## src/eeprom_host_consts.vh

```
// Purpose: constants for the byte-wide eeprom host controller
// Assumes: 100 MHz system clock, 10 ns period
// Notes:   times kept in their own unit, cycle counts derived from them
`ifndef EEPROM_HOST_CONSTS_VH
`define EEPROM_HOST_CONSTS_VH

`define CLK_PERIOD_NS          10
`define ADDR_W                 19
`define DIE_ADDR_W             17
`define DIE_COUNT              4
`define POLL_BIT               7
// 15 ms write cycle, waited out in full when no completion sensing is used
`define WRITE_DURATION_MS      15
`define WRITE_DURATION_CYC     (`WRITE_DURATION_MS * 1000000 / `CLK_PERIOD_NS)
// 150 ns least time after the write start point
`define WRITE_START_DELAY_NS   150
`define WRITE_START_DELAY_CYC  ((`WRITE_START_DELAY_NS + `CLK_PERIOD_NS - 1) / `CLK_PERIOD_NS)
// 100 us protect pin high before a write
`define PROTECT_SETUP_US       100
`define PROTECT_SETUP_CYC      (`PROTECT_SETUP_US * 1000 / `CLK_PERIOD_NS)
// 100 us byte load timeout, treated as the write start point
`define BYTE_LOAD_TIMEOUT_US   100
`define BYTE_LOAD_TIMEOUT_CYC  (`BYTE_LOAD_TIMEOUT_US * 1000 / `CLK_PERIOD_NS)
// strobe phase lengths: 250 ns pulse, 150 ns address hold, read access and float phases
`define STROBE_NS              250
`define STROBE_CYC             ((`STROBE_NS + `CLK_PERIOD_NS - 1) / `CLK_PERIOD_NS)
`define ADDR_HOLD_NS           150
`define ADDR_HOLD_CYC          ((`ADDR_HOLD_NS + `CLK_PERIOD_NS - 1) / `CLK_PERIOD_NS)
`define READ_ACCESS_NS         250
`define READ_ACCESS_CYC        ((`READ_ACCESS_NS + `CLK_PERIOD_NS - 1) / `CLK_PERIOD_NS)
`define FLOAT_NS               60
`define FLOAT_CYC              ((`FLOAT_NS + `CLK_PERIOD_NS - 1) / `CLK_PERIOD_NS)
`define CNT_W                  24

`endif

```

## src/eeprom_cycle_timer.v

```verilog
// Purpose: down counter that times each phase of the host sequence
// Assumes: load and count share the system clock
// Notes:   done is high while the count stands at zero
`timescale 1ns/100ps
`include "eeprom_host_consts.vh"
module eeprom_cycle_timer (
    input  wire              clk_sys_i,
    input  wire              rst_i,
    input  wire              load_i,
    input  wire [`CNT_W-1:0] count_i,
    output wire              done_o
);
    reg [`CNT_W-1:0] cnt_q;

    // reload wins over counting so a phase never ends early
    always @(posedge clk_sys_i or posedge rst_i) begin
        if (rst_i) begin
            cnt_q <= {`CNT_W{1'b0}};
        end else if (load_i) begin
            cnt_q <= count_i;
        end else if (cnt_q != {`CNT_W{1'b0}}) begin
            cnt_q <= cnt_q - {{(`CNT_W-1){1'b0}}, 1'b1};
        end
    end

    assign done_o = (cnt_q == {`CNT_W{1'b0}});
endmodule // eeprom_cycle_timer

```

## src/eeprom_host_ctrl.v

```verilog
// Purpose: host controller driving a four-die byte-wide eeprom over its pins
// Assumes: pin inputs synchronous to clk_sys_i; one request at a time
// Notes:   write completion by polling, by ready line, or by full wait
`timescale 1ns/100ps
`include "eeprom_host_consts.vh"
module eeprom_host_ctrl #(
    parameter WRITE_WAIT_CYC   = `WRITE_DURATION_CYC,
    parameter PROTECT_CYC      = `PROTECT_SETUP_CYC,
    parameter LOAD_TIMEOUT_CYC = `BYTE_LOAD_TIMEOUT_CYC
) (
    input  wire               clk_sys_i,
    input  wire               rst_i,
    input  wire               req_i,
    input  wire               req_write_i,
    input  wire [`ADDR_W-1:0] req_addr_i,
    input  wire [7:0]         req_wdata_i,
    input  wire [1:0]         done_mode_i,
    input  wire               protect_release_i,
    output reg                busy_o,
    output reg                ack_o,
    output reg  [7:0]         rdata_o,
    output reg                timeout_o,
    output reg  [`DIE_COUNT-1:0] die_select_n_o,
    output reg                out_enable_n_o,
    output reg                write_strobe_n_o,
    output reg                protect_release_pin_o,
    output reg  [`DIE_ADDR_W-1:0] byte_address_lines_o,
    output reg  [7:0]         data_o,
    output reg                data_oe_o,
    input  wire [7:0]         data_i,
    input  wire               ready_n_i
);
    localparam S_IDLE    = 4'd0;
    localparam S_PSETUP  = 4'd1;
    localparam S_WSTROBE = 4'd2;
    localparam S_WHOLD   = 4'd3;
    localparam S_WLOAD   = 4'd4;
    localparam S_WSTART  = 4'd5;
    localparam S_POLL    = 4'd6;
    localparam S_POLLEND = 4'd7;
    localparam S_WAITALL = 4'd8;
    localparam S_RACCESS = 4'd9;
    localparam S_RFLOAT  = 4'd10;

    localparam M_POLL  = 2'd0;
    localparam M_READY = 2'd1;
    localparam M_WAIT  = 2'd2;

    reg [3:0]         state_q;
    reg [3:0]         state_d;
    reg [7:0]         last_byte_q;
    reg [`CNT_W-1:0]  prot_cnt_q;
    reg [`CNT_W-1:0]  busy_cnt_q;
    reg [1:0]         mode_q;
    reg [1:0]         sel_q;
    reg               tmr_load;
    reg [`CNT_W-1:0]  tmr_count;
    wire              tmr_done;

    // one-hot active-low select from the two top address bits
    function [`DIE_COUNT-1:0] die_decode;
        input [1:0] sel;
        begin
            die_decode = ~({{(`DIE_COUNT-1){1'b0}}, 1'b1} << sel);
        end
    endfunction

    function [`CNT_W-1:0] to_cnt;
        input integer v;
        begin
            to_cnt = v[`CNT_W-1:0];
        end
    endfunction

    eeprom_cycle_timer u_timer (
        .clk_sys_i (clk_sys_i),
        .rst_i     (rst_i),
        .load_i    (tmr_load),
        .count_i   (tmr_count),
        .done_o    (tmr_done)
    );

    // protect pin follows software, high time counted for write setup
    always @(posedge clk_sys_i or posedge rst_i) begin
        if (rst_i) begin
            protect_release_pin_o <= 1'b0;
            prot_cnt_q            <= {`CNT_W{1'b0}};
        end else begin
            // never drop protect mid-cycle, it would abort programming;
            // a request taken this edge keeps the pin high for its access
            if (state_q == S_IDLE && !(req_i && protect_release_pin_o)) begin
                protect_release_pin_o <= protect_release_i;
            end
            if (!protect_release_pin_o) begin
                prot_cnt_q <= {`CNT_W{1'b0}};
            end else if (prot_cnt_q < to_cnt(PROTECT_CYC)) begin
                prot_cnt_q <= prot_cnt_q + {{(`CNT_W-1){1'b0}}, 1'b1};
            end
        end
    end

    // next state and timer load
    always @* begin
        state_d   = state_q;
        tmr_load  = 1'b0;
        tmr_count = {`CNT_W{1'b0}};
        case (state_q)
            S_IDLE: begin
                if (req_i && protect_release_pin_o) begin
                    if (req_write_i) begin
                        state_d = S_PSETUP;
                    end else begin
                        state_d   = S_RACCESS;
                        tmr_load  = 1'b1;
                        tmr_count = to_cnt(`READ_ACCESS_CYC);
                    end
                end
            end
            S_PSETUP: begin
                if (prot_cnt_q >= to_cnt(PROTECT_CYC)) begin
                    state_d   = S_WSTROBE;
                    tmr_load  = 1'b1;
                    tmr_count = to_cnt(`STROBE_CYC);
                end
            end
            S_WSTROBE: begin
                if (tmr_done) begin
                    state_d   = S_WHOLD;
                    tmr_load  = 1'b1;
                    tmr_count = to_cnt(`ADDR_HOLD_CYC);
                end
            end
            S_WHOLD: begin
                if (tmr_done) begin
                    state_d   = S_WLOAD;
                    tmr_load  = 1'b1;
                    tmr_count = to_cnt(LOAD_TIMEOUT_CYC);
                end
            end
            S_WLOAD: begin
                // select and strobe high through the load timeout
                if (tmr_done) begin
                    state_d   = S_WSTART;
                    tmr_load  = 1'b1;
                    tmr_count = to_cnt(`WRITE_START_DELAY_CYC);
                end
            end
            S_WSTART: begin
                if (tmr_done) begin
                    if (mode_q == M_WAIT) begin
                        state_d   = S_WAITALL;
                        tmr_load  = 1'b1;
                        tmr_count = to_cnt(WRITE_WAIT_CYC);
                    end else begin
                        state_d   = S_POLL;
                        tmr_load  = 1'b1;
                        tmr_count = to_cnt(`READ_ACCESS_CYC);
                    end
                end
            end
            S_POLL: begin
                if (tmr_done) begin
                    state_d   = S_POLLEND;
                    tmr_load  = 1'b1;
                    tmr_count = to_cnt(`FLOAT_CYC);
                end
            end
            S_POLLEND: begin
                if (tmr_done) begin
                    state_d   = S_WSTART;
                    tmr_load  = 1'b1;
                    tmr_count = to_cnt(`READ_ACCESS_CYC);
                end
            end
            S_WAITALL: begin
                if (tmr_done) begin
                    state_d = S_IDLE;
                end
            end
            S_RACCESS: begin
                if (tmr_done) begin
                    state_d   = S_RFLOAT;
                    tmr_load  = 1'b1;
                    tmr_count = to_cnt(`FLOAT_CYC);
                end
            end
            S_RFLOAT: begin
                if (tmr_done) begin
                    state_d = S_IDLE;
                end
            end
            default: begin
                state_d = S_IDLE;
            end
        endcase
    end

    // pin drive and completion handling
    always @(posedge clk_sys_i or posedge rst_i) begin
        if (rst_i) begin
            state_q              <= S_IDLE;
            die_select_n_o       <= {`DIE_COUNT{1'b1}};
            out_enable_n_o       <= 1'b1;
            write_strobe_n_o     <= 1'b1;
            byte_address_lines_o <= {`DIE_ADDR_W{1'b0}};
            data_o               <= 8'h00;
            data_oe_o            <= 1'b0;
            busy_o               <= 1'b0;
            ack_o                <= 1'b0;
            rdata_o              <= 8'h00;
            timeout_o            <= 1'b0;
            last_byte_q          <= 8'h00;
            mode_q               <= M_POLL;
            sel_q                <= 2'd0;
            busy_cnt_q           <= {`CNT_W{1'b0}};
        end else begin
            state_q <= state_d;
            ack_o   <= 1'b0;
            case (state_q)
                S_IDLE: begin
                    die_select_n_o   <= {`DIE_COUNT{1'b1}};
                    out_enable_n_o   <= 1'b1;
                    write_strobe_n_o <= 1'b1;
                    data_oe_o        <= 1'b0;
                    busy_o           <= 1'b0;
                    if (req_i && protect_release_pin_o) begin
                        busy_o               <= 1'b1;
                        timeout_o            <= 1'b0;
                        mode_q               <= done_mode_i;
                        // die of the request, kept for the strobe and polling reads
                        sel_q                <= req_addr_i[`ADDR_W-1:`DIE_ADDR_W];
                        byte_address_lines_o <= req_addr_i[`DIE_ADDR_W-1:0];
                        data_o               <= req_wdata_i;
                        last_byte_q          <= req_wdata_i;
                        if (!req_write_i) begin
                            die_select_n_o <= die_decode(req_addr_i[`ADDR_W-1:`DIE_ADDR_W]);
                            out_enable_n_o <= 1'b0;
                        end
                    end
                end
                S_PSETUP: begin
                    if (state_d == S_WSTROBE) begin
                        // enable high, select and strobe fall together: address latched
                        die_select_n_o   <= die_decode(sel_q);
                        write_strobe_n_o <= 1'b0;
                        data_oe_o        <= 1'b1;
                    end
                end
                S_WSTROBE: begin
                    if (tmr_done) begin
                        write_strobe_n_o <= 1'b1;
                        die_select_n_o   <= {`DIE_COUNT{1'b1}};
                    end
                end
                S_WHOLD: begin
                    if (tmr_done) begin
                        data_oe_o  <= 1'b0;
                        busy_cnt_q <= {`CNT_W{1'b0}};
                    end
                end
                S_WSTART, S_POLL, S_POLLEND, S_WAITALL: begin
                    if (busy_cnt_q < to_cnt(WRITE_WAIT_CYC)) begin
                        busy_cnt_q <= busy_cnt_q + {{(`CNT_W-1){1'b0}}, 1'b1};
                    end
                    if (state_q == S_WSTART && tmr_done && mode_q != M_WAIT) begin
                        die_select_n_o <= die_decode(sel_q);
                        out_enable_n_o <= 1'b0;
                    end
                    if (state_q == S_POLL && tmr_done) begin
                        die_select_n_o <= {`DIE_COUNT{1'b1}};
                        out_enable_n_o <= 1'b1;
                        // in polling mode bit seven matching the loaded byte ends the cycle, in ready mode a high ready line
                        if ((mode_q == M_POLL &&
                             data_i[`POLL_BIT] == last_byte_q[`POLL_BIT]) ||
                            (mode_q == M_READY && ready_n_i)) begin
                            rdata_o <= data_i;
                            ack_o   <= 1'b1;
                            busy_o  <= 1'b0;
                            state_q <= S_IDLE;
                        end else if (busy_cnt_q >= to_cnt(WRITE_WAIT_CYC)) begin
                            // device should be done by now; give up rather than hang
                            timeout_o <= 1'b1;
                            ack_o     <= 1'b1;
                            busy_o    <= 1'b0;
                            state_q   <= S_IDLE;
                        end
                    end
                    if (state_q == S_WAITALL && tmr_done) begin
                        ack_o  <= 1'b1;
                        busy_o <= 1'b0;
                    end
                end
                S_RACCESS: begin
                    if (tmr_done) begin
                        rdata_o        <= data_i;
                        die_select_n_o <= {`DIE_COUNT{1'b1}};
                        out_enable_n_o <= 1'b1;
                    end
                end
                S_RFLOAT: begin
                    if (tmr_done) begin
                        ack_o  <= 1'b1;
                        busy_o <= 1'b0;
                    end
                end
                default: begin
                    die_select_n_o <= {`DIE_COUNT{1'b1}};
                end
            endcase
        end
    end

endmodule // eeprom_host_ctrl

```

## config.mk

```make
export PLATFORM = sky130hd
export DESIGN_NAME = eeprom_host_ctrl
export DESIGN_NICKNAME = d
export VERILOG_FILES = /design/src/eeprom_cycle_timer.v /design/src/eeprom_host_ctrl.v
export VERILOG_INCLUDE_DIRS = /design/src /design/src/src
export SDC_FILE = /design/constraint.sdc
export NUM_CORES = 1
export LEC_CHECK = 0
export ABC_AREA = 1
export ABC_CLOCK_PERIOD_IN_PS = 2800
export BUFFER_PORTS_ARGS = -buffer_cell sky130_fd_sc_hd__buf_2
export CAP_MARGIN = 20
export CELL_PAD_IN_SITES_DETAIL_PLACEMENT = 0
export CELL_PAD_IN_SITES_GLOBAL_PLACEMENT = 1
export CORE_MARGIN = 10
export CORE_UTILIZATION = 38
export CTS_CLUSTER_DIAMETER = 30
export DETAILED_ROUTE_END_ITERATION = 10
export PLACE_DENSITY_LB_ADDON = 0.12
export SLEW_MARGIN = 10
export SYNTH_ARGS = -nofsm -noshare
export SYNTH_HDL_FRONTEND = slang
export SYNTH_HIERARCHICAL = 1
export SYNTH_SLANG_ARGS = --single-unit
```

## constraint.sdc

```tcl
create_clock -name clk_sys_i -period 2.8 [get_ports clk_sys_i]
set_input_delay 0.14 -clock clk_sys_i [delete_from_list [all_inputs] [get_ports clk_sys_i]]
set_output_delay 0.14 -clock clk_sys_i [all_outputs]
set_load 0.02 [all_outputs]
```

==> summary.md, run 1 <==
| Metric | Value |
|---|---|
| RSZ-0062 raised after global routing | no |
| Fmax | 413 MHz |
| Reg2Reg Setup Slack | 0.38 ns |
| Vias | 6499 |
| Sequential area share after synthesis | 0.441 |
| Post-DR wirelength/cell | 14.0 um |
| Drt total wl | 19400 um |
| Initial antenna violation count | 0 |
| CTS tree | done |
| Post-synthesis cell area | 7050 sq um |
| N_diodes | 0 |
| Crit start category | flop |
| Die height | 156 um |
| Count of cell types in the netlist | 41 |
| Post-layout min period | 2.42 ns |
| Clock Latency Late Sink | 0.42 ns |
| Max-slew violations | 0 |
| Leakage | 4.46 nW |
| Core area | 18100 sq um |
| Synth Area per Inst | 7.04 sq um |
| Slew Limit Headroom | 0.566 |
| Rows | 49 |
| Largest net degree at the start of global routing | 40 |
| Gpl congestion | 0.912 |
| CP Capture Type | flop |
| Max clock buf depth | 2 |
| Required time at the worst-slack endpoint | 3.09 ns |
| Chip width | 156 um |
| Yosys reg bits | 124 |
| Setup TNS | 0 ns |
| Drt initial violations | 308 |
| FFs w/ async S/R, synth | 1.00 |
| Top-level I/O count | 87 |
| Final setup fails | 0 |
| Outcome | finished, final reports clean |
| CTS clk-pin slew, worst paths | 0.06 ns |
| Number of global-route vias before repair | 6638 |
| Top_reg_cell synth | dfrtp_1 |
| Layout Cells excl Fill | 1383 |
| Share of layout cells above drive strength 1 | 0.153 |
| PD cells | 947 nW/um^2 |
| Post-DRT Antenna Nets | 0 |
| Period utilization | 0.865 |
| Root Driver | clkbuf_16 |
| HP Class | input port to flop |
| CP Max Fanout | 32 |
| Vias per cell | 4.70 |
| First-pass GRT wire length | 32900 um |
| Die area | 24400 sq um |
| Max Cap Viol | 0 |
| Nets | 1190 |
| Maximum VDD drop | 0.473 mV |
| Slew @ Worst Pin | 0.645 ns |
| Setup CP Type | flop to flop |
| Clock sinks | 124 |
| Total GRT Usage | 0.164 |
| Drc violations | 0 |
| Starting Density | 0.390 |
| Hold WS | 0.0537 ns |
| Cells after DPL | 1313 |
| CTS buffer count | 17 |
| DRT Pass-1 Iters | 5 |
| CP arrival | 2.71 ns |
| Area grow syn2layout | 23.6% |
| Share of the synthesized area in the top cell type | 0.419 |
| Top cells by area, synth | dfrtp_1 (42%), nand2_1 (20%), inv_1 (5.6%) |
| Port bufs | 86 |
| Leading area contributor after synthesis | dfrtp_1 |
| GR Overflow Total | 0 |
| Warnings, synthesis | 6 |
| Htree depth | 4 |
| Post-DP HPWL | 14000 um |
| Clock Skew | 0.0127 ns |
| Cells after Synth | 1002 |
| Post-synth EDFFs | 0 |
| Final hold vios | 0 |
critical path, cell delays in order (launching register included):
cell	delay (ns)
dfrtp_1	0.37
inv_1	0.11
ha_1	0.19
nand2_1	0.08
nor2_1	0.10
nand3_1	0.07
nor3_1	0.30
clkinv_1	0.32
nand2_1	0.16
o21ai_1	0.10
inv_1	0.07
nand2_1	0.05
buf_4	0.22
nand2_1	0.08
o21ai_0	0.08
state kept, by name, summed over array words and instances, names as in the netlist, 2 cells and up:
name	cells
prot_cnt_q	24
state_q	4
busy_cnt_q	24
byte_address_lines_o	17
mode_q	2
rdata_o	8
u_timer/cnt_q	24
sel_q	2
last_byte_q	8
die_select_n_o	4
final timing paths:
| path | endpoint | startpoint | depth (start not counted) |
|---|---|---|---|
| max | busy_cnt_q[18] | u_timer/cnt_q[0] | 14 |
| max in group asynchronous | out_enable_n_o | rst_i | 4 |
| min reg2reg | prot_cnt_q[21] | prot_cnt_q[21] | 2 |
| max reg2reg | busy_cnt_q[18] | u_timer/cnt_q[0] | 14 |
| min in group asynchronous | prot_cnt_q[4] | rst_i | 3 |
| min | sel_q[0] | req_addr_i[17] | 3 |
cells in the final DEF (no fill, tap or decap), types with 2 or more instances in the layout:
| master | count |
|---|---|
| dlygate4sd3_1 | 37 |
| inv_4 | 2 |
| o21ai_0 | 49 |
| and3_1 | 2 |
| dfstp_2 | 6 |
| nor2_2 | 7 |
| clkinv_4 | 3 |
| nor2_4 | 5 |
| buf_4 | 13 |
| inv_1 | 105 |
| conb_1 | 8 |
| nand3_1 | 59 |
| nand3b_1 | 4 |
| or2_2 | 5 |
| nor3_1 | 14 |
| inv_6 | 5 |
| nand2_2 | 7 |
| inv_2 | 9 |
| a21oi_1 | 19 |
| clkbuf_16 | 17 |
| o21bai_1 | 2 |
| o21ai_1 | 12 |
| buf_2 | 86 |
| clkinvlp_4 | 2 |
| dfrtp_1 | 118 |
| ha_1 | 6 |
| nor2_1 | 106 |
| nand4_1 | 24 |
| o31ai_1 | 4 |
| nand2_1 | 380 |
| xor2_1 | 15 |
| inv_8 | 5 |
| xnor2_1 | 5 |
repair_timing:
action                    4_1_cts  5_1_grt
hold endpoints to repair       68        0
resized for setup               0        0
buffers inserted                0        0
hold buffers                   37        0
stage by stage:
step | setup WS [ns] | area [sq um] | utilization | power (W)
floorplan | 0.0512 | 7080 | - | 0.00517
global placement | 0.416 | 7760 | 0.429 | 0.00614
detailed placement | 0.372 | 7760 | 0.429 | 0.00615
CTS | 0.368 | 8690 | 0.481 | 0.00838
global route | 0.0702 | 8720 | 0.482 | 0.00897
finish | 0.377 | 8720 | 0.482 | 0.00826
cell type report:
class	instances	area [sq um]
Clock inverter	15	141
Multi-Input combinational cell	744	3390
Timing Repair Buffer	137	926
Clock buffer	17	425
Inverter	117	444
Fill cell	1868	9360
Sequential cell	124	3110
Tap cell	229	287
layer usage:
layer | share of wire | track usage
met5 | 0 | 0
met4 | 0.0080 | 0.0409
met3 | 0.042 | 0.0447
met2 | 0.48 | 0.274
met1 | 0.47 | 0.206
where the power goes:
group	switching [W]	internal, W	leakage (nW)	total (W)
Clock	0.000957	0.00118	0.275	0.00214
Sequential	0.000402	0.00236	1.61	0.00276
Combinational	0.00228	0.00109	2.57	0.00337
cell families after synthesis:
logic type	Yosys count	share of synthesized area
DFF	124	0.441
adders and majority gates	6	0.0106
AOI/OAI and AO/OA	95	0.0750
xor gates and xnor gates	20	0.0248
and+or+nand+nor	615	0.366
buffers and inverters	141	0.0825
other	1	0.000532
Yosys cell counts, types with 5 or more instances:
master	count
a21oi_1	19
xor2_1	15
nand3_1	59
nand2_2	7
dfrtp_1	118
or2_2	5
inv_2	9
dfstp_2	6
o21ai_0	49
inv_1	106
nor2_4	5
nor2_1	106
clkbuf_1	8
nor3_1	14
xnor2_1	5
buf_4	7
ha_1	6
o21ai_1	12
nand4_1	24
buf_2	7
nand2_1	380
nor2_2	7
Power figures use the tool's default switching activity.
==> run 2, diff against run 1 <==
--- a/config.mk
+++ b/config.mk
@@ -6,14 +6,13 @@
 export SDC_FILE = /design/constraint.sdc
 export NUM_CORES = 1
 export LEC_CHECK = 0
-export ABC_AREA = 1
 export ABC_CLOCK_PERIOD_IN_PS = 2800
 export BUFFER_PORTS_ARGS = -buffer_cell sky130_fd_sc_hd__buf_2
 export CAP_MARGIN = 20
 export CELL_PAD_IN_SITES_DETAIL_PLACEMENT = 0
 export CELL_PAD_IN_SITES_GLOBAL_PLACEMENT = 1
 export CORE_MARGIN = 10
-export CORE_UTILIZATION = 38
+export CORE_UTILIZATION = 41
 export CTS_CLUSTER_DIAMETER = 30
 export DETAILED_ROUTE_END_ITERATION = 10
 export PLACE_DENSITY_LB_ADDON = 0.12
==> run 2 against run 1 <==
Compared with the run above: non-clock buffer count is 34 higher; utilization is 7.2 points higher; setup slack worse by 0.18 ns; clock power is 2% lower; routed wire length is 9.6% lower; hold slack worse by 0.011 ns; die area is 13% lower; power is 9.4% lower; via count is 14% lower; critical path type unchanged; critical endpoint is now busy_cnt_q[1].
==> summary.md, run 2 <==
| Metric | Value |
|---|---|
| Post-DP HPWL | 12100 um (was 14000 um) |
| PD cells | 880 nW/um^2 (was 947 nW/um^2) |
| Top flop regs | busy_cnt_q: 24 flops, prot_cnt_q: 24 flops, u_timer/cnt_q: 24 flops (unchanged) |
| Vias | 5585 (was 6499) |
| Number of global-route vias before repair | 5730 (was 6638) |
| Leading area contributor after synthesis | dfrtp_1 (unchanged) |
| Initial antenna violation count | 0 (unchanged) |
| CP Capture Type | flop (unchanged) |
| Slew Limit Headroom | 0.385 (was 0.566) |
| CP arrival | 2.94 ns (was 2.71 ns) |
| Maximum VDD drop | 0.693 mV (was 0.473 mV) |
| Setup TNS | 0 ns (unchanged) |
| Post-synth EDFFs | 0 (unchanged) |
| Max Cap Viol | 0 (unchanged) |
| CP cell instances | inv_1 > ha_1 > nor4b_4 > nand4_1 > nor2_2 > buf_6 > and4b_1 > a211oi_2 > buf_4 > or4b_2 > o21ai_0 (was inv_1 > ha_1 > nand2_1 > nor2_1 > nand3_1 > nor3_1 > clkinv_1 > nand2_1 > o21ai_1 > inv_1 > nand2_1 > buf_4 > nand2_1 > o21ai_0) |
| CP bufs+invs | 3 (was 4) |
| Clock Skew | 0.00863 ns (was 0.0127 ns) |
| Post-layout min period | 2.60 ns (was 2.42 ns) |
| GR Overflow Total | 0 (unchanged) |
| Top_reg_cell synth | dfrtp_1 (unchanged) |
| Area grow syn2layout | 30.8% (was 23.6%) |
| Largest net degree at the start of global routing | 82 (was 40) |
| Required time at the worst-slack endpoint | 3.14 ns (was 3.09 ns) |
| Max-slew violations | 0 (unchanged) |
| Period utilization | 0.930 (was 0.865) |
| Post-route setup slack | 0.196 ns (was 0.377 ns) |
| Final hold vios | 0 (unchanged) |
| Leakage | 3.71 nW (was 4.46 nW) |
| Die area | 21300 sq um (was 24400 sq um) |
| Layout Cells excl Fill | 1053 (was 1383) |
| CTS clk-pin slew, worst paths | 0.06 ns (about the same) |
| Count of cell types in the netlist | 72 (was 41) |
| Htree depth | 4 (unchanged) |
| Dominant cell by count in the synthesized netlist | dfrtp_1 (was nand2_1) |
| Yosys reg bits | 124 (unchanged) |
| First-pass GRT wire length | 29100 um (was 32900 um) |
| Multiplexer share of the synthesized area | 0.0725 (was 0) |
| Commonest non-fill, non-tap cell in the layout | dfrtp_1 (was nand2_1) |
| DRT Pass-1 Iters | 5 (unchanged) |
| Clock Latency Late Sink | 0.42 ns (about the same) |
| XOR/XNOR Fraction of Synth Area | 0.0417 (was 0.0248) |
| Main combinational cell family by area after synthesis | simple AND/OR/NAND/NOR gates (unchanged) |
| Die height | 146 um (was 156 um) |
| Fill count | 1368 (was 1868) |
| HP Class | input port to flop (unchanged) |
| Cells after DPL | 980 (was 1313) |
| Outcome | finished, final reports clean (unchanged) |
| Share of layout cells above drive strength 1 | 0.295 (was 0.153) |
| Port bufs | 86 (unchanged) |
| Hold WS | 0.0424 ns (was 0.0537 ns) |
| Drt total wl | 17500 um (was 19400 um) |
| Fmax | 384 MHz (was 413 MHz) |
| Gpl congestion | 0.854 (was 0.912) |
| Post-Place Setup Slack | 0.101 ns (was 0.372 ns) |
| Top Family by Delay on Critical Path | simple AND/OR/NAND/NOR gates (unchanged) |
| Top cells by area, synth | dfrtp_1 (45%), mux2_2 (7.1%), nor2_1 (3.7%) (was dfrtp_1 (42%), nand2_1 (20%), inv_1 (5.6%)) |
| Drt initial violations | 308 (unchanged) |
| Cells after Synth | 664 (was 1002) |
| Post-synthesis compound-gate area fraction | 0.140 (was 0.0750) |
| Sequential area share after synthesis | 0.478 (was 0.441) |
| Core area | 15400 sq um (was 18100 sq um) |
| Starting Density | 0.423 (was 0.390) |
| CP Max Fanout | 10 (was 32) |
| Clock sinks | 124 (unchanged) |
| Post-synthesis cell area | 6510 sq um (was 7050 sq um) |
| Vias per cell | 5.30 (was 4.70) |
| Crit start category | flop (unchanged) |
| Root Driver | clkbuf_16 (unchanged) |
| Post-Synth Adder-Cell Area | 0.0115 (was 0.0106) |
| Post-DRT Antenna Nets | 0 (unchanged) |
| Rows | 45 (was 49) |
| CP max stage cell | or4b_2 (was dfrtp_1) |
| Final setup fails | 0 (unchanged) |
| Slew @ Worst Pin | 0.922 ns (was 0.645 ns) |
| Synth Area per Inst | 9.80 sq um (was 7.04 sq um) |
| Warnings, synthesis | 6 (unchanged) |
| FFs w/ async S/R, synth | 1.00 (unchanged) |
| Total GRT Usage | 0.165 (was 0.164) |
| Post-DR wirelength/cell | 16.6 um (was 14.0 um) |
| Chip width | 146 um (was 156 um) |
| Setup CP Type | flop to flop (unchanged) |
| Share of the synthesized area in the top cell type | 0.454 (was 0.419) |
| Top-level I/O count | 87 (unchanged) |
| Nets | 878 (was 1190) |
| Drc violations | 0 (unchanged) |
| Max clock buf depth | 2 (unchanged) |
| CTS tree | done (unchanged) |
| CP max stage delay | 0.59 ns (was 0.37 ns) |
| CTS buffer count | 17 (unchanged) |
| Top cells by instance count after synthesis | dfrtp_1 (118), nor2_1 (64), nand2_1 (45) (was nand2_1 (380), dfrtp_1 (118), inv_1 (106), nor2_1 (106), nand3_1 (59)) |
| Most frequent cells in the layout | dfrtp_1 (117), buf_2 (86), nor2_1 (62) (was nand2_1 (380), dfrtp_1 (118), nor2_1 (106)) |
| Simple-gate share of the synthesized area | 0.222 (was 0.366) |
| N_diodes | 0 (unchanged) |
==> run 2: final timing paths <==
path	start	end	slack [ns]	depth (start not counted)
worst max-delay path	u_timer/cnt_q[1]	busy_cnt_q[1]	0.20	11
worst min-delay path	req_addr_i[17]	sel_q[0]	0.04	2
worst max register to register	u_timer/cnt_q[1]	busy_cnt_q[1]	0.20	11
worst min register to register	busy_o	busy_o	0.47	1
max in group asynchronous	rst_i	u_timer/cnt_q[1]	1.66	3
min in group asynchronous	rst_i	ack_o	0.25	3
==> run 2: logic make-up after synthesis <==
logic type	after synthesis
other cells	1
flops	124
compound gates	140
mux	42
xor+xnor	31
buf+inv	56
simple gates	264
fa+ha+maj	6
==> run 2: final cells by class <==
class                   count  area [sq um]  share of cell area
well taps                 211           264              0.0310
flip-flops and latches    124          3110               0.366
clock buffers              17           425              0.0500
multi-input cells         491          3260               0.383
repair buffers            171          1220               0.143
inverters                  24          92.6              0.0109
clock inverters            15           139              0.0163
==> run 2: worst reg2reg max path: stages, from the launching register on <==
cell and delay [ns]:
dfrtp_2 0.43, inv_1 0.09, ha_1 0.16, nor4b_4 0.21, nand4_1 0.15, nor2_2 0.16, buf_6 0.16, and4b_1 0.21
a211oi_2 0.08, buf_4 0.21, or4b_2 0.60, o21ai_0 0.09
==> run 2: metrics by stage <==
step / total power [W] / instance area, sq um / util
floorplan: 0.00441 / 6550 / -
global placement: 0.00524 / 7470 / 0.486
detailed placement: 0.00531 / 7470 / 0.486
CTS: 0.00751 / 8430 / 0.548
global route: 0.00797 / 8510 / 0.554
finish: 0.00749 / 8510 / 0.554
==> run 2: routing by layer <==
layer,up-vias,global-route usage,part of all wire
met5,-,0,0
met2,109,0.274,0.51
met4,0,0.0591,0.014
met3,17,0.0447,0.042
met1,2749,0.199,0.43
li1,2710,-,-
==> run 2: power by group <==
group,leakage [nW],internal (W),switching [W],total [W]
Clock,0.269,0.00123,0.000865,0.00210
Sequential,1.59,0.00231,0.000464,0.00277
Combinational,1.85,0.00116,0.00145,0.00261
Total,3.71,0.00471,0.00278,0.00749
==> run 2: repair_timing <==
action / 4_1_cts / 5_1_grt
setup endpoints to repair: 0 / 18
gates resized for setup: 0 / 13
endpoints found under the hold margin: 61 / 0
hold buffers: 39 / 0
setup buffers: 0 / 1
